**config.mk**
```make
export PLATFORM = sky130hd
export DESIGN_NAME = gpio_port_bank
export DESIGN_NICKNAME = d
export VERILOG_FILES = /design/src/gpio_bank_pkg.sv /design/src/gpio_port_bank.sv /design/src/pin_sync.sv
export SDC_FILE = /design/constraint.sdc
export NUM_CORES = 1
export LEC_CHECK = 0
export BUFFER_PORTS_ARGS = -buffer_cell sky130_fd_sc_hd__buf_2
export CAP_MARGIN = 20
export CORE_ASPECT_RATIO = 1.4
export CORE_MARGIN = 1.5
export CORE_UTILIZATION = 50
export CTS_CLUSTER_DIAMETER = 200
export DETAILED_ROUTE_END_ITERATION = 6
export PLACE_DENSITY = 0.71
export SETUP_SLACK_MARGIN = 0.15
export SKIP_LAST_GASP = 1
export SLEW_MARGIN = 20
export SYNTH_ARGS = -nofsm -noshare
export SYNTH_HDL_FRONTEND = slang
export SYNTH_SLANG_ARGS = --single-unit
```
**constraint.sdc**
```tcl
create_clock -name clk_i -period 5.01 [get_ports clk_i]
set_clock_uncertainty 0.1 [all_clocks]
set_input_delay 0 -clock clk_i [delete_from_list [all_inputs] [get_ports clk_i]]
set_output_delay 0 -clock clk_i [all_outputs]
set_load 0.02 [all_outputs]
```
**src/gpio_bank_pkg.sv**
```systemverilog
// Constants and register map for the general-purpose port bank
//
// Summary of operation
// RL1: Group zero: three pins, latch and direction each
// RL2: Group zero input pull-up when enable bit set
// RL3: Group one: eight latched pins, per-bit direction
// RL4: Group one input pull-up per enable bit
// RL5: Software keeps serial registers at default for ports
// RL6: Group three: four pins, direction, input pull-ups
// RL7: Group four: two pins, direction, pull-up enable
// RL8: Group six: four open-drain pins, no pull-up
// RL9: Group seven: four pins, direction, input pull-ups
// RL10: Group eight: eight pins, no pull-up, analog shared
// RL11: Reset puts groups 0-7 pins in input
// RL12: Group eight digital input needs digital and input
// RL13: Group eight drives only when digital and output
// RL14: Analog with output prohibited; analog input via channel
// RL15: Reset makes all group eight pins analog
// RL16: Software assigns digital pins from lowest upward
// RL17: Data read gives pin in input, latch otherwise
// RL18: Pull-up off whenever pin is output
package gpio_bank_pkg;

    // ------------------------------------------------------------
    // Register bus layout
    // ------------------------------------------------------------
    localparam int ADDR_W = 6;
    localparam int DATA_W = 8;

    // ------------------------------------------------------------
    // Group widths
    // ------------------------------------------------------------
    localparam int W0 = 3;
    localparam int W1 = 8;
    localparam int W3 = 4;
    localparam int W4 = 2;
    localparam int W6 = 4;
    localparam int W7 = 4;
    localparam int W8 = 8;
    localparam int NGRP = 7;

    // ------------------------------------------------------------
    // Register offsets: data, direction, pull-up, per group index
    // ------------------------------------------------------------
    localparam logic [ADDR_W-1:0] DATA_BASE = 6'h00;
    localparam logic [ADDR_W-1:0] DIR_BASE = 6'h10;
    localparam logic [ADDR_W-1:0] PU_BASE = 6'h20;
    localparam logic [ADDR_W-1:0] PINCFG_ADDR = 6'h30;
    localparam logic [ADDR_W-1:0] CHAN_ADDR = 6'h31;

    // ------------------------------------------------------------
    // Reset values
    // ------------------------------------------------------------
    localparam logic [DATA_W-1:0] DIR_RESET = 8'hff;
    localparam logic [DATA_W-1:0] LATCH_RESET = 8'h00;
    localparam logic [DATA_W-1:0] PU_RESET = 8'h00;
    localparam logic [3:0] PINCFG_RESET = 4'h0;
    localparam logic [2:0] CHAN_RESET = 3'h0;
    localparam logic [DATA_W-1:0] UNMAPPED_READ = 8'h00;

endpackage : gpio_bank_pkg

```
**src/gpio_port_bank.sv**
```systemverilog
// General-purpose port bank: latches, direction, pull-ups, analog sharing
//
// Chosen here: the address-and-strobe port and the placing of the registers.
`timescale 1ns/1ps
module gpio_port_bank (
    input wire logic clk_i,
    input wire logic rst_n_i,
    input wire logic [gpio_bank_pkg::ADDR_W-1:0] addr_i,
    input wire logic [gpio_bank_pkg::DATA_W-1:0] wdata_i,
    input wire logic wr_i,
    input wire logic rd_i,
    output logic [gpio_bank_pkg::DATA_W-1:0] rdata_o,
    // Group zero
    input wire logic [gpio_bank_pkg::W0-1:0] pin0_i,
    output logic [gpio_bank_pkg::W0-1:0] pin0_o,
    output logic [gpio_bank_pkg::W0-1:0] pin0_oe_n_o,
    output logic [gpio_bank_pkg::W0-1:0] pullup0_o,
    // Group one
    input wire logic [gpio_bank_pkg::W1-1:0] pin1_i,
    output logic [gpio_bank_pkg::W1-1:0] pin1_o,
    output logic [gpio_bank_pkg::W1-1:0] pin1_oe_n_o,
    output logic [gpio_bank_pkg::W1-1:0] pullup1_o,
    // Group three
    input wire logic [gpio_bank_pkg::W3-1:0] pin3_i,
    output logic [gpio_bank_pkg::W3-1:0] pin3_o,
    output logic [gpio_bank_pkg::W3-1:0] pin3_oe_n_o,
    output logic [gpio_bank_pkg::W3-1:0] pullup3_o,
    // Group four
    input wire logic [gpio_bank_pkg::W4-1:0] pin4_i,
    output logic [gpio_bank_pkg::W4-1:0] pin4_o,
    output logic [gpio_bank_pkg::W4-1:0] pin4_oe_n_o,
    output logic [gpio_bank_pkg::W4-1:0] pullup4_o,
    // Group six, open drain
    input wire logic [gpio_bank_pkg::W6-1:0] pin6_i,
    output logic [gpio_bank_pkg::W6-1:0] pin6_o,
    output logic [gpio_bank_pkg::W6-1:0] pin6_oe_n_o,
    // Group seven
    input wire logic [gpio_bank_pkg::W7-1:0] pin7_i,
    output logic [gpio_bank_pkg::W7-1:0] pin7_o,
    output logic [gpio_bank_pkg::W7-1:0] pin7_oe_n_o,
    output logic [gpio_bank_pkg::W7-1:0] pullup7_o,
    // Group eight, shared with converter
    input wire logic [gpio_bank_pkg::W8-1:0] pin8_i,
    output logic [gpio_bank_pkg::W8-1:0] pin8_o,
    output logic [gpio_bank_pkg::W8-1:0] pin8_oe_n_o,
    output logic [gpio_bank_pkg::W8-1:0] analog_sel_o,
    output logic [gpio_bank_pkg::W8-1:0] converter_ch_o
);
    localparam int DW = gpio_bank_pkg::DATA_W;

    // ------------------------------------------------------------
    // Storage
    // ------------------------------------------------------------
    logic [DW-1:0] latch_reg [gpio_bank_pkg::NGRP];
    logic [DW-1:0] dir_reg [gpio_bank_pkg::NGRP];
    logic [DW-1:0] pu_reg [gpio_bank_pkg::NGRP];
    logic [3:0] analog_digital_pin_config;
    logic [2:0] converter_channel_select;
    logic [DW-1:0] rdata_next;
    logic [DW-1:0] pins_raw [gpio_bank_pkg::NGRP];
    logic [DW-1:0] pins_sync [gpio_bank_pkg::NGRP];
    logic [DW-1:0] width_mask [gpio_bank_pkg::NGRP];
    logic [DW-1:0] pu_mask [gpio_bank_pkg::NGRP];

    localparam int W8M = gpio_bank_pkg::W8;
    logic [W8M-1:0] digital8;

    // Digital-pin mask from the count of digital pins, lowest first
    function automatic logic [W8M-1:0] digital_mask(input logic [3:0] cfg);
        logic [W8M-1:0] m;
        m = '0;
        for (int i = 0; i < W8M; i++) begin
            if (i < int'(cfg)) begin
                m[i] = 1'b1;
            end
        end
        return m;
    endfunction : digital_mask

    // One-hot channel select
    function automatic logic [W8M-1:0] channel_onehot(input logic [2:0] ch);
        logic [W8M-1:0] m;
        m = '0;
        m[ch] = 1'b1;
        return m;
    endfunction : channel_onehot

    // ------------------------------------------------------------
    // Address decode
    // ------------------------------------------------------------
    // Group index from the low address bits
    wire [3:0] idx = addr_i[3:0];
    wire idx_ok = idx < 4'(gpio_bank_pkg::NGRP);
    wire sel_data = (addr_i[5:4] == gpio_bank_pkg::DATA_BASE[5:4]) && idx_ok;
    wire sel_dir = (addr_i[5:4] == gpio_bank_pkg::DIR_BASE[5:4]) && idx_ok;
    wire sel_pu = (addr_i[5:4] == gpio_bank_pkg::PU_BASE[5:4]) && idx_ok;
    wire sel_cfg = addr_i == gpio_bank_pkg::PINCFG_ADDR;
    wire sel_chan = addr_i == gpio_bank_pkg::CHAN_ADDR;
    wire [2:0] gi = idx[2:0];

    // Digital pin count clamped to the group width
    wire [3:0] cfg_clamped = (wdata_i[3:0] > 4'(W8M)) ? 4'(W8M) : wdata_i[3:0]; // [RL16]

    // Implemented bits per group; group 0..6 = ports 0,1,3,4,6,7,8
    assign width_mask[0] = 8'h07; // [RL1]
    assign width_mask[1] = 8'hff; // [RL3]
    assign width_mask[2] = 8'h0f; // [RL6]
    assign width_mask[3] = 8'h03; // [RL7]
    assign width_mask[4] = 8'h0f; // [RL8]
    assign width_mask[5] = 8'h0f; // [RL9]
    assign width_mask[6] = 8'hff; // [RL10]

    // Groups with pull-up option; six and eight have none
    assign pu_mask[0] = width_mask[0];
    assign pu_mask[1] = width_mask[1];
    assign pu_mask[2] = width_mask[2];
    assign pu_mask[3] = width_mask[3];
    assign pu_mask[4] = 8'h00; // [RL8]
    assign pu_mask[5] = width_mask[5];
    assign pu_mask[6] = 8'h00; // [RL10]

    // ------------------------------------------------------------
    // Pin synchronisers
    // ------------------------------------------------------------
    assign pins_raw[0] = {5'h0_0, pin0_i};
    assign pins_raw[1] = pin1_i;
    assign pins_raw[2] = {4'h0, pin3_i};
    assign pins_raw[3] = {6'h0_0, pin4_i};
    assign pins_raw[4] = {4'h0, pin6_i};
    assign pins_raw[5] = {4'h0, pin7_i};
    assign pins_raw[6] = pin8_i;

    for (genvar g = 0; g < gpio_bank_pkg::NGRP; g++) begin : g_sync
        pin_sync #(.WIDTH(DW)) u_sync (
            .clk_i(clk_i),
            .rst_n_i(rst_n_i),
            .async_i(pins_raw[g]),
            .sync_o(pins_sync[g])
        );
    end

    // ------------------------------------------------------------
    // Register writes
    // ------------------------------------------------------------
    always_ff @(posedge clk_i or negedge rst_n_i) begin
        if (!rst_n_i) begin
            for (int g = 0; g < gpio_bank_pkg::NGRP; g++) begin
                latch_reg[g] <= gpio_bank_pkg::LATCH_RESET;
                dir_reg[g] <= gpio_bank_pkg::DIR_RESET; // [RL11]
                pu_reg[g] <= gpio_bank_pkg::PU_RESET;
            end
            analog_digital_pin_config <= gpio_bank_pkg::PINCFG_RESET; // [RL15]
            converter_channel_select <= gpio_bank_pkg::CHAN_RESET;
        end else if (wr_i) begin
            if (sel_data) latch_reg[gi] <= wdata_i & width_mask[gi]; // [RL17]
            if (sel_dir) dir_reg[gi] <= wdata_i | ~width_mask[gi];
            if (sel_pu) pu_reg[gi] <= wdata_i & pu_mask[gi]; // [RL2] [RL4]
            if (sel_cfg) analog_digital_pin_config <= cfg_clamped; // [RL16]
            if (sel_chan) converter_channel_select <= wdata_i[2:0];
        end
    end

    // ------------------------------------------------------------
    // Read path: input bits show pins, output bits the latch
    // ------------------------------------------------------------
    wire [DW-1:0] data_view = ((pins_sync[gi] & dir_reg[gi]) | (latch_reg[gi] & ~dir_reg[gi])) & width_mask[gi]; // [RL17]
    wire [DW-1:0] data8_view = data_view & ((gi == 3'd6) ? digital8 : 8'hff); // [RL12]

    // Register read select, zero when idle
    always_comb begin
        rdata_next = gpio_bank_pkg::UNMAPPED_READ;
        if (rd_i) begin
            if (sel_data) rdata_next = data8_view;
            else if (sel_dir) rdata_next = dir_reg[gi];
            else if (sel_pu) rdata_next = pu_reg[gi];
            else if (sel_cfg) rdata_next = {4'h0, analog_digital_pin_config};
            else if (sel_chan) rdata_next = {5'h0_0, converter_channel_select};
        end
    end

    // Digital pins of group eight, lowest first
    assign digital8 = digital_mask(analog_digital_pin_config);

    // ------------------------------------------------------------
    // Read data register
    // ------------------------------------------------------------
    // Read data stands one cycle, zero otherwise
    always_ff @(posedge clk_i or negedge rst_n_i) begin
        if (!rst_n_i) begin
            rdata_o <= '0;
        end else begin
            rdata_o <= rdata_next; // [RL17]
        end
    end

    // ------------------------------------------------------------
    // Group zero drive: output enable low while driving
    // ------------------------------------------------------------
    // Pull-up only for an input pin
    wire [gpio_bank_pkg::W0-1:0] pin0_next = latch_reg[0][2:0];
    wire [gpio_bank_pkg::W0-1:0] oe0_n_next = dir_reg[0][2:0]; // [RL1]
    wire [gpio_bank_pkg::W0-1:0] pullup0_next = pu_reg[0][2:0] & dir_reg[0][2:0]; // [RL2] [RL18]

    // Group zero output flops, input mode at reset
    always_ff @(posedge clk_i or negedge rst_n_i) begin
        if (!rst_n_i) begin
            pin0_o <= '0;
            pin0_oe_n_o <= '1; // [RL11]
            pullup0_o <= '0;
        end else begin
            pin0_o <= pin0_next;
            pin0_oe_n_o <= oe0_n_next;
            pullup0_o <= pullup0_next;
        end
    end

    // ------------------------------------------------------------
    // Group one drive
    // ------------------------------------------------------------
    // Pull-up only for an input pin
    wire [gpio_bank_pkg::W1-1:0] pin1_next = latch_reg[1];
    wire [gpio_bank_pkg::W1-1:0] oe1_n_next = dir_reg[1]; // [RL3]
    wire [gpio_bank_pkg::W1-1:0] pullup1_next = pu_reg[1] & dir_reg[1]; // [RL4] [RL18]

    // Group one output flops, input mode at reset
    always_ff @(posedge clk_i or negedge rst_n_i) begin
        if (!rst_n_i) begin
            pin1_o <= '0;
            pin1_oe_n_o <= '1; // [RL11]
            pullup1_o <= '0;
        end else begin
            pin1_o <= pin1_next;
            pin1_oe_n_o <= oe1_n_next;
            pullup1_o <= pullup1_next;
        end
    end

    // ------------------------------------------------------------
    // Group three drive
    // ------------------------------------------------------------
    // Pull-up only for an input pin
    wire [gpio_bank_pkg::W3-1:0] pin3_next = latch_reg[2][3:0];
    wire [gpio_bank_pkg::W3-1:0] oe3_n_next = dir_reg[2][3:0]; // [RL6]
    wire [gpio_bank_pkg::W3-1:0] pullup3_next = pu_reg[2][3:0] & dir_reg[2][3:0]; // [RL6] [RL18]

    // Group three output flops, input mode at reset
    always_ff @(posedge clk_i or negedge rst_n_i) begin
        if (!rst_n_i) begin
            pin3_o <= '0;
            pin3_oe_n_o <= '1; // [RL11]
            pullup3_o <= '0;
        end else begin
            pin3_o <= pin3_next;
            pin3_oe_n_o <= oe3_n_next;
            pullup3_o <= pullup3_next;
        end
    end

    // ------------------------------------------------------------
    // Group four drive
    // ------------------------------------------------------------
    // Pull-up only for an input pin
    wire [gpio_bank_pkg::W4-1:0] pin4_next = latch_reg[3][1:0];
    wire [gpio_bank_pkg::W4-1:0] oe4_n_next = dir_reg[3][1:0]; // [RL7]
    wire [gpio_bank_pkg::W4-1:0] pullup4_next = pu_reg[3][1:0] & dir_reg[3][1:0]; // [RL7] [RL18]

    // Group four output flops, input mode at reset
    always_ff @(posedge clk_i or negedge rst_n_i) begin
        if (!rst_n_i) begin
            pin4_o <= '0;
            pin4_oe_n_o <= '1; // [RL11]
            pullup4_o <= '0;
        end else begin
            pin4_o <= pin4_next;
            pin4_oe_n_o <= oe4_n_next;
            pullup4_o <= pullup4_next;
        end
    end

    // ------------------------------------------------------------
    // Group six drive: open drain, pulls low only
    // ------------------------------------------------------------
    // Enable only for an output bit whose latch is low
    wire [gpio_bank_pkg::W6-1:0] oe6_n_next = dir_reg[4][3:0] | latch_reg[4][3:0]; // [RL8]

    // Group six output flops; the data line never goes high
    always_ff @(posedge clk_i or negedge rst_n_i) begin
        if (!rst_n_i) begin
            pin6_o <= '0;
            pin6_oe_n_o <= '1; // [RL11]
        end else begin
            pin6_o <= '0; // [RL8]
            pin6_oe_n_o <= oe6_n_next;
        end
    end

    // ------------------------------------------------------------
    // Group seven drive
    // ------------------------------------------------------------
    // Pull-up only for an input pin
    wire [gpio_bank_pkg::W7-1:0] pin7_next = latch_reg[5][3:0];
    wire [gpio_bank_pkg::W7-1:0] oe7_n_next = dir_reg[5][3:0]; // [RL9]
    wire [gpio_bank_pkg::W7-1:0] pullup7_next = pu_reg[5][3:0] & dir_reg[5][3:0]; // [RL9] [RL18]

    // Group seven output flops, input mode at reset
    always_ff @(posedge clk_i or negedge rst_n_i) begin
        if (!rst_n_i) begin
            pin7_o <= '0;
            pin7_oe_n_o <= '1; // [RL11]
            pullup7_o <= '0;
        end else begin
            pin7_o <= pin7_next;
            pin7_oe_n_o <= oe7_n_next;
            pullup7_o <= pullup7_next;
        end
    end

    // ------------------------------------------------------------
    // Group eight drive: digital output pins only
    // ------------------------------------------------------------
    // Analog pins never drive, whatever the direction bit
    wire [W8M-1:0] pin8_next = latch_reg[6];
    wire [W8M-1:0] oe8_n_next = ~(digital8 & ~dir_reg[6]); // [RL13] [RL14]

    // Group eight output flops
    always_ff @(posedge clk_i or negedge rst_n_i) begin
        if (!rst_n_i) begin
            pin8_o <= '0;
            pin8_oe_n_o <= '1;
        end else begin
            pin8_o <= pin8_next;
            pin8_oe_n_o <= oe8_n_next;
        end
    end

    // ------------------------------------------------------------
    // Converter routing
    // ------------------------------------------------------------
    // Channel routed only for an analog input pin
    wire [W8M-1:0] analog_next = ~digital8;
    wire [W8M-1:0] analog_in8 = analog_next & dir_reg[6];
    wire [W8M-1:0] converter_next = channel_onehot(converter_channel_select) & analog_in8; // [RL14]

    // Converter flops; all pins analog at reset
    always_ff @(posedge clk_i or negedge rst_n_i) begin
        if (!rst_n_i) begin
            analog_sel_o <= '1; // [RL15]
            converter_ch_o <= '0;
        end else begin
            analog_sel_o <= analog_next; // [RL12]
            converter_ch_o <= converter_next;
        end
    end
endmodule : gpio_port_bank

```
**src/pin_sync.sv**
```systemverilog
// Two-stage synchroniser for a vector of pin levels
`timescale 1ns/1ps
module pin_sync #(
    parameter int WIDTH = 8
) (
    input wire logic clk_i,
    input wire logic rst_n_i,
    input wire logic [WIDTH-1:0] async_i,
    output logic [WIDTH-1:0] sync_o
);
    logic [WIDTH-1:0] meta_reg;

    // First stage feeds only the second
    always_ff @(posedge clk_i or negedge rst_n_i) begin
        if (!rst_n_i) begin
            meta_reg <= '0;
            sync_o <= '0;
        end else begin
            meta_reg <= async_i;
            sync_o <= meta_reg;
        end
    end
endmodule : pin_sync

```
==> impl_metrics.env, run 1 <==
export IMPL_vias=8982
export IMPL_drt_antenna_violating_nets=0
export IMPL_post_route_min_period_ns=3.026
export IMPL_slew_headroom=0.3887
export IMPL_tns_ns=0
export IMPL_cts_inserted_buffers=31
export IMPL_dr_first_iter_drc_count=646
export IMPL_drv_cap=0
export IMPL_grt_pass1_wl_um=53510
export IMPL_async_flop_share=1.000
export IMPL_synth_edf_count=0
export IMPL_final_hold_viol_count=0
export IMPL_die_w_um=142.4
export IMPL_ios=162
export IMPL_dp_cells=1497
export IMPL_cp_max_fo=30
export IMPL_rows=71
export IMPL_tightest_slew_ns=0.9109
export IMPL_cp_end_kind="flop"
export IMPL_critPathRequiredTime_ns=5.42
export IMPL_coreArea_um2=26830
export IMPL_rsz0062_at_grt="false"
export IMPL_power_leakage_nw=7.665
export IMPL_post_cts_setup_buffers=0
export IMPL_synth_avg_cell_area_um2=13.44
export IMPL_route_detailed_wl_per_inst_um=21.59
export IMPL_synth_flop_cell="dfrtp_1"
export IMPL_start_kind="primary input"
export IMPL_grt_pass1_vias=8869
export IMPL_finalMaxSlewViolations=0
export IMPL_cts_tree="yes"
export IMPL_start_util=0.5071
export IMPL_h_tree_depth=1
export IMPL_syn_inst=1012
export IMPL_p_per_area_nw_per_um2=398.4
export IMPL_clk_root_buffer_cell="clkbuf_16"
export IMPL_yosys_warnings=0
export IMPL_die_y_um=198.2
export IMPL_clk_path_buf_depth=3
export IMPL_ys_ff_latch=348
export IMPL_synth_area_um2=13610
export IMPL_gp_congestion=0.9682
export IMPL_synth_cell_types=72
export IMPL_routed_wl_um=35380
export IMPL_r2r_slack_ns=2.56
export IMPL_port_buffers=157
export IMPL_ys_seq_area_frac=0.6490
export IMPL_diodes=0
export IMPL_status="completed"
export IMPL_fmax_ghz=0.3305
export IMPL_overflow=0
export IMPL_antenna_found_initial=0
export IMPL_path_class="primary input to flop"
export IMPL_clkSinkCount=348
export IMPL_drt_pass1_iterations=5
export IMPL_drive_gt1_frac=0.3556
export IMPL_area_growth_synth_to_final_pct=21.55
export IMPL_hpwl_um=23090
export IMPL_fin_crit_sh=0.6039
export IMPL_worstReg2RegEnd="rdata_o[7]"
export IMPL_min_path_type="primary input to async pin"
export IMPL_clk_latency_ns=0.57
export IMPL_grt_max_degree=120
export IMPL_final_nets=1305
export IMPL_track_usage=0.2574
export IMPL_cts_clk_slew_worst_paths_ns=0.07
export IMPL_largest_reg_flops=56
export IMPL_ir_worst_vdd_mv=0.3304
export IMPL_viasPerCell=5.480
export IMPL_dieArea_um2=28220
export IMPL_r2r_start="oe1_n_next[7]"
export IMPL_finalSetupViolCount=0
export IMPL_reg2reg_depth=6
export IMPL_stdcell_count=1639
export IMPL_arrival_ns=3.43
export IMPL_post_route_drc_count=0
==> layout make-up <==
class	instances	area, µm²
inverter	11	41.29
clock inverter	19	236.5
clock buffer	38	832.0
sequential	348	8830
multi-input combinational	601	4367
tap	365	456.7
fill	2114	10290
timing repair buffer	257	1774
==> cells in the mapped netlist (all sizes together) (3+ instances only) <==
master,number,area share
buf,35,0.022
a221o,6,0.0044
mux2i,14,0.010
mux4,21,0.035
or2,10,0.0046
inv,11,0.0030
nor3b,3,0.0017
o21ai,95,0.035
dfstp,97,0.19
ha,4,0.0037
and4,4,0.0026
nand4,5,0.0028
nor2b,12,0.0055
nand3,20,0.0096
mux2,80,0.067
nand2,98,0.027
a21o,3,0.0017
nor2,39,0.011
nand2b,24,0.011
dfrtp,251,0.46
nor3,13,0.0071
o21bai,3,0.0019
a211oi,4,0.0031
a221oi,13,0.0088
a2111oi,5,0.0055
clkbuf,20,0.0056
and2,50,0.023
a22oi,10,0.0055
a21oi,21,0.0077
a31oi,7,0.0032
==> kinds of logic (layout without fill, tap and decap cells) <==
group                    count (synthesis)  count (layout)  synth area share
AO/OA/AOI/OAI                          188             188           0.09022
adder cells (fa/ha/maj)                  4               4          0.003679
buffers and inverters                   66             325           0.03090
flip-flops                             348             348            0.6490
multiplexers                           115             115            0.1124
other                                    1               4         0.0002756
AND/OR/NAND/NOR                        290             290            0.1136
==> worst max-delay path, cell delays in order <==
cell	delay (ns)
dlygate4sd3_1	0.53
buf_2	0.40
buf_4	0.47
ha_1	0.33
nor2b_1	0.42
a21oi_1	0.19
o21ai_0	0.22
nand2_1	0.07
a211oi_1	0.20
dlygate4sd3_1	0.58
==> per-stage QoR <==
step                      total power [W]  hold slack, ns  cell area, µm²  utilization  setup WS (ns)
after floorplan                  0.003758         -0.3956           13620            -          3.067
after global routing             0.006833         0.07656           16540       0.6164          1.823
after CTS                        0.006614         0.03057           16540       0.6164          2.096
final                            0.006589         0.01595           16540       0.6164          1.984
after detailed placement         0.004087        0.009309           14620       0.5449          2.242
after global placement           0.004069        0.007892           14620       0.5449          2.163
==> power breakdown <==
group | switching (W) | internal [W]
clock network | 0.00105 | 0.00144
registers | 0.000168 | 0.00315
logic | 0.000465 | 0.000315
==> worst max path at each step <==
| stage | from | end | slack (ns) | cells past startpoint |
|---|---|---|---|---|
| floorplan | addr_i[1] | rdata_o[6] | 3.07 | 10 |
| global placement | addr_i[0] | rdata_o[5] | 2.16 | 7 |
| detailed placement | addr_i[1] | latch_reg[32] | 2.24 | 5 |
| CTS | addr_i[0] | rdata_o[7] | 2.10 | 10 |
| global route | addr_i[0] | rdata_o[7] | 1.82 | 10 |
| finish | addr_i[0] | rdata_o[7] | 1.98 | 10 |
==> placed cells by master, fill, tap and decap left out, drive strengths merged, types with 3 or more instances in the layout <==
master / instances
nand2b: 24
nor3b: 3
nor2: 39
dlygate4sd3: 85
nand4: 5
or2: 10
a31oi: 7
nand2: 98
nor3: 13
mux2: 80
ha: 4
bufinv: 5
and4: 4
nor2b: 12
a21oi: 21
clkbuf: 38
mux2i: 14
a2111oi: 5
dfrtp: 251
a22oi: 10
conb: 4
o21ai: 95
a211oi: 4
a221o: 6
dfstp: 97
nand3: 20
a221oi: 13
inv: 13
buf: 172
o21bai: 3
mux4: 21
a21o: 3
and2: 50
clkinv: 10
==> metal layers <==
layer / up-vias / track usage / wire, µm
li1: 4025 / - / -
met1: 4542 / 0.3453 / 14450
met2: 359 / 0.4305 / 17820
met3: 56 / 0.03773 / 2030
met4: 0 / 0.08897 / 1079
met5: - / 0 / 0
==> timing repair <==
action	CTS	global route
hold buffers	85	0
gates resized for setup	0	0
endpoints found under the hold margin	276	0
Note: power is estimated with default switching activity, not from simulation.
==> inputs of run 2 (changes only) <==
clock period = 3.05 ns   (was 5.01 ns; I/O delays follow)
==> impl_metrics.env, run 2 (synthesized netlist as in run 1, its figures left out) <==
export IMPL_ios=162
export IMPL_min_path_type="primary input to async pin"
export IMPL_coreArea_um2=26830
export IMPL_track_usage=0.2639
export IMPL_largest_reg_flops=56
export IMPL_grt_max_degree=112
export IMPL_overflow=0
export IMPL_power_leakage_nw=7.779
export IMPL_grt_pass1_vias=9335
export IMPL_arrival_ns=3.07
export IMPL_p_per_area_nw_per_um2=646.2
export IMPL_switching_share=0.2568
export IMPL_clk_path_buf_depth=3
export IMPL_r2r_slack_ns=0.33
export IMPL_vias=9094
export IMPL_setup_worst_path_end="rdata_o[3]"
export IMPL_ir_worst_vdd_mv=0.4863
export IMPL_fin_crit_sh=0.8916
export IMPL_final_common_cell="dfrtp_1"
export IMPL_fin_ws_ns=0.3306
export IMPL_die_w_um=142.4
export IMPL_start_kind="flop"
export IMPL_drt_antenna_violating_nets=0
export IMPL_die_y_um=198.2
export IMPL_antenna_found_initial=0
export IMPL_most_common_layout_cells="dfrtp_1 (251), buf_2 (155), nand2_1 (98)"
export IMPL_tns_ns=0
export IMPL_clkSinkCount=348
export IMPL_gp_congestion=0.9420
export IMPL_finalSetupViolCount=0
export IMPL_cts_inserted_buffers=30
export IMPL_violations="hold timing"
export IMPL_fmax_ghz=0.3677
export IMPL_drv_cap=0
export IMPL_preCtsSetupSlack_ns=0.5747
export IMPL_finalMaxSlewViolations=0
export IMPL_clk_latency_ns=0.57
export IMPL_stdcell_count=1657
export IMPL_r2r_start="oe1_n_next[3]"
export IMPL_startpoint="oe1_n_next[3]"
export IMPL_cts_clk_slew_worst_paths_ns=0.07
export IMPL_area_growth_synth_to_final_pct=23.01
export IMPL_drive_gt1_frac=0.3661
export IMPL_slew_headroom=0.4157
export IMPL_pwr_share_clk=0.375
export IMPL_totalPowerFinal_w=0.01082
export IMPL_dp_cells=1516
export IMPL_fin_hold_ws_ns=-0.009549
export IMPL_hpwl_um=23980
export IMPL_power_switching_w=0.002778
export IMPL_rows=71
export IMPL_rsz0062_at_grt="false"
export IMPL_dieArea_um2=28220
export IMPL_final_hold_viol_count=5
export IMPL_route_detailed_wl_per_inst_um=21.79
export IMPL_drt_pass1_iterations=5
export IMPL_post_route_drc_count=0
export IMPL_cp_end_kind="flop"
export IMPL_tightest_slew_ns=0.8712
export IMPL_p_seq_frac=0.503
export IMPL_p_comb_frac=0.122
export IMPL_clk_root_buffer_cell="clkbuf_16"
export IMPL_status="finished, violations left"
export IMPL_routed_wl_um=36100
export IMPL_cp_max_fo=4
export IMPL_final_nets=1323
export IMPL_h_tree_depth=1
export IMPL_worstReg2RegEnd="rdata_o[3]"
export IMPL_dr_first_iter_drc_count=662
export IMPL_critPathRequiredTime_ns=3.40
export IMPL_grt_pass1_wl_um=54920
export IMPL_path_class="flop to flop"
export IMPL_nFillCells=2090
export IMPL_start_util=0.5071
export IMPL_diodes=0
export IMPL_port_buffers=157
export IMPL_post_route_min_period_ns=2.719
export IMPL_p_int_w=0.008038
export IMPL_cts_tree="yes"
export IMPL_viasPerCell=5.488
export IMPL_reg2reg_depth=6
## run 2: cell count changes in the layout (fill, tap and decap cells not counted)
cell | before | now
buf_4 | 15 | 30
buf_12 | 1 | 5
bufinv_16 | 5 | 3
clkbuf_1 | 4 | 2
clkbuf_16 | 31 | 33
clkinv_2 | 9 | 7
clkbuf_8 | 3 | 4
inv_6 | 2 | 3
inv_8 | 0 | 1
## run 2: through the flow
stage | utilization | instance area (µm²)
after floorplan | - | 13620
after global placement | 0.5520 | 14810
after detailed placement | 0.5520 | 14810
after CTS | 0.6238 | 16740
after global routing | 0.6238 | 16740
final | 0.6238 | 16740
## run 2: layout make-up
type,instances,area (µm²),area share
flip-flops and latches,348,8830,0.5276
inverters,11,41.29,0.002467
clock buffers,39,888.4,0.05308
clock inverters,17,186.4,0.01114
repair buffers,276,1967,0.1175
well taps,365,456.7,0.02729
multi-input cells,601,4367,0.2609
## run 2: worst min path at each step
stage | start | end | slack, ns | cells past startpoint
final | rst_n_i | g_sync[4].u_sync.meta_reg[2] | -0.01 | 2
after global routing | rst_n_i | g_sync[5].u_sync.sync_o[3] | 0.09 | 2
after CTS | rst_n_i | g_sync[4].u_sync.meta_reg[2] | 0.03 | 2
after detailed placement | pin3_i[0] | g_sync[2].u_sync.meta_reg[0] | 0.009 | 1
after global placement | pin3_i[3] | g_sync[2].u_sync.meta_reg[3] | 0.008 | 1
after floorplan | rst_n_i | analog_digital_pin_config[0] | -0.40 | 0
## run 2: what timing repair did
| item | 4_1_cts | 5_1_grt |
|---|---|---|
| buffers inserted | 0 | 0 |
| hold buffers | 85 | 0 |
| endpoints found under the hold margin | 312 | 0 |
| resized for setup | 0 | 0 |
## run 2: power by group through the flow
stage               Clock, W  Sequential (W)  Combinational [W]
floorplan                  0         0.00559           0.000580
CTS                  0.00411         0.00544            0.00132
detailed placement         0         0.00552            0.00123
finish               0.00405         0.00544            0.00132
global route         0.00428         0.00549            0.00143
global placement           0         0.00551            0.00121
## run 2: routing by layer
metal	global-route usage	up-vias	wire length [µm]
met2	0.4439	336	17900
li1	-	4058	-
met1	0.3404	4596	14370
met5	0	-	0
met3	0.04208	104	2229
met4	0.1130	0	1604
## run 2: critical path, stage by stage, from the launching register on
cell	delay, ns
dfstp_2	0.58
mux2i_1	0.16
mux4_2	0.54
a221o_1	0.27
and3_1	0.19
o221a_1	0.23
dlygate4sd3_1	0.55
==> inputs of run 3 (changes only) <==
ABC_AREA = 1   (was unset)
==> impl_metrics.env, run 3 <==
export IMPL_finalMaxSlewViolations=0
export IMPL_post_route_min_period_ns=2.742
export IMPL_drt_pass1_iterations=6
export IMPL_p_comb_frac=0.128
export IMPL_cts_clk_slew_worst_paths_ns=0.07
export IMPL_dr_first_iter_drc_count=954
export IMPL_synth_flop_cell="dfrtp_1"
export IMPL_dieArea_um2=29020
export IMPL_track_usage=0.2894
export IMPL_port_buffers=157
export IMPL_clk_latency_ns=0.58
export IMPL_fin_hold_ws_ns=0.09258
export IMPL_tns_ns=0
export IMPL_vias=10840
export IMPL_final_nets=1760
export IMPL_fin_crit_sh=0.8990
export IMPL_ios=162
export IMPL_cp_max_fo=19
export IMPL_cpPeakStageDelay_ns=0.55
export IMPL_drive_gt1_frac=0.2410
export IMPL_cp_cell_sequence="dlygate4sd3_1, buf_2, buf_6, nor2_8, inv_2, o22ai_1, nor3_1, nand2_1, nand3_1, nand2_1, dlygate4sd3_1, nor2_1, dlygate4sd3_1"
export IMPL_cp_end_kind="flop"
export IMPL_routed_wl_um=40300
export IMPL_register_area_um2=8830
export IMPL_clkSinkCount=348
export IMPL_viasPerCell=5.161
export IMPL_antenna_found_initial=0
export IMPL_start_kind="primary input"
export IMPL_cts_tree="yes"
export IMPL_status="completed"
export IMPL_overflow=0
export IMPL_ys_seq_area_frac=0.6309
export IMPL_syn_inst=1440
export IMPL_power_switching_w=0.002932
export IMPL_synth_commonest_cells="nand2_1 (497), dfrtp_1 (251), inv_1 (156)"
export IMPL_nFillCells=2289
export IMPL_grt_pass1_wl_um=62820
export IMPL_gp_congestion=0.9703
export IMPL_h_tree_depth=1
export IMPL_path_class="primary input to flop"
export IMPL_synth_area_um2=13990
export IMPL_diodes=0
export IMPL_cts_inserted_buffers=31
export IMPL_ir_worst_vdd_mv=0.5397
export IMPL_hpwl_um=28170
export IMPL_clk_path_buf_depth=3
export IMPL_synth_avg_cell_area_um2=9.719
export IMPL_finalSetupViolCount=0
export IMPL_power_leakage_nw=9.020
export IMPL_path_common_cell="dlygate4sd3_1"
export IMPL_tightest_slew_ns=0.7975
export IMPL_die_y_um=201.0
export IMPL_start_util=0.5077
export IMPL_async_flop_share=1.000
export IMPL_crit_path_top_delay_cell="dlygate4sd3_1"
export IMPL_area_growth_synth_to_final_pct=22.60
export IMPL_post_route_drc_count=0
export IMPL_yosys_warnings=0
export IMPL_final_hold_viol_count=0
export IMPL_rsz0062_at_grt="false"
export IMPL_p_int_w=0.007931
export IMPL_synth_edf_count=0
export IMPL_rows=72
export IMPL_p_per_area_nw_per_um2=633.2
export IMPL_critPathRequiredTime_ns=3.41
export IMPL_arrival_ns=3.10
export IMPL_drt_antenna_violating_nets=0
export IMPL_ys_ff_latch=348
export IMPL_post_cts_setup_buffers=0
export IMPL_grt_pass1_vias=10990
export IMPL_pwr_share_clk=0.365
export IMPL_synth_cell_types=37
export IMPL_largest_reg_flops=56
export IMPL_grt_max_degree=146
export IMPL_ys_top_cells_by_area="dfrtp_1 (45%), dfstp_2 (18%), nand2_1 (13%), inv_1 (4.2%), o21ai_0 (3.5%)"
export IMPL_switching_share=0.2699
export IMPL_coreArea_um2=27570
export IMPL_most_common_layout_cells="nand2_1 (496), dfrtp_1 (251), inv_1 (156), buf_2 (156), o21ai_0 (99)"
export IMPL_min_path_type="primary input to flop"
export IMPL_die_w_um=144.4
export IMPL_synth_most_common_cell="nand2_1"
export IMPL_multi_input_area_um2=4243
export IMPL_p_seq_frac=0.506
export IMPL_final_common_cell="nand2_1"
export IMPL_synth_top_cell_area_share=0.4488
export IMPL_drv_cap=0
export IMPL_yosys_area_top_type="dfrtp_1"
export IMPL_fmax_ghz=0.3647
export IMPL_r2r_slack_ns=0.35
export IMPL_route_detailed_wl_per_inst_um=19.19
export IMPL_clk_root_buffer_cell="clkbuf_16"
export IMPL_slew_headroom=0.4677
run 3: per-layer routing:
layer | global-route usage | part of all wire | routed length [µm] | vias up
li1 | - | - | - | 5012
met1 | 0.3866 | 0.40 | 16190 | 5288
met2 | 0.4737 | 0.49 | 19780 | 450
met3 | 0.04151 | 0.068 | 2723 | 88
met4 | 0.1183 | 0.040 | 1613 | 0
met5 | 0 | 0 | 0 | -
run 3: logic make-up after synthesis:
| group | Yosys count | share of synthesized area |
|---|---|---|
| mux | 22 | 0.01770 |
| flops | 348 | 0.6309 |
| simple gates | 687 | 0.2177 |
| compound gates | 162 | 0.06294 |
| other cells | 1 | 0.0002680 |
| fa+ha+maj | 4 | 0.003576 |
| buf+inv | 216 | 0.06687 |
run 3: through the flow:
| step | instances | instance area (µm²) | power, W | util | worst slack [ns] |
|---|---|---|---|---|---|
| 3_3_place_gp | 1956 | 15230 | 0.006836 | 0.5524 | 0.6810 |
| 4_1_cts | 2100 | 17140 | 0.01091 | 0.6219 | 0.2937 |
| 5_1_grt | 2100 | 17160 | 0.01131 | 0.6224 | 0.1556 |
| 3_5_place_dp | 1956 | 15230 | 0.006859 | 0.5524 | 0.6600 |
| 6_report | 2100 | 17160 | 0.01086 | 0.6224 | 0.3082 |
| 2_1_floorplan | 1443 | 14010 | 0.006238 | - | 1.398 |
run 3: area by class of cell:
class	count	share of cell area
Sequential cell	348	0.5146
Multi-Input combinational cell	879	0.2473
Timing Repair Buffer	270	0.1111
Clock buffer	45	0.05119
Inverter	175	0.03916
Tap cell	370	0.02698
Clock inverter	13	0.009699
run 3: final timing paths:
path,endpoint,depth (start not counted),from
setup / recovery,rdata_o[3],13,addr_i[2]
hold / removal,analog_digital_pin_config[2],4,wr_i
setup reg to reg,rdata_o[3],12,dir_reg[19]
hold reg to reg,g_sync[1].u_sync.sync_o[5],0,g_sync[1].u_sync.meta_reg[5]
max in group asynchronous,pullup1_o[7],4,rst_n_i
min in group asynchronous,pin6_oe_n_o[1],3,rst_n_i
run 3: power by group through the flow:
stage                     registers (W)  logic, W  clock network (W)
after detailed placement        0.00557   0.00129                  0
after CTS                       0.00550   0.00138            0.00404
after global placement          0.00556   0.00127                  0
final                           0.00550   0.00139            0.00397
after floorplan                 0.00564  0.000597                  0
after global routing            0.00554   0.00154            0.00422
run 3: critical path, delay by kind of cell:
| kind | cells | cell delay [ns] |
|---|---|---|
| AOI/OAI and AO/OA | 1 | 0.16 |
| buffers and inverters | 6 | 2.25 |
| and+or+nand+nor | 6 | 0.67 |
run 3: timing repair:
| action | 4_1_cts | 5_1_grt |
|---|---|---|
| setup endpoints to repair | 0 | 1 |
| hold buffers | 86 | 0 |
| gates resized for setup | 0 | 4 |
| hold endpoints to repair | 375 | 0 |
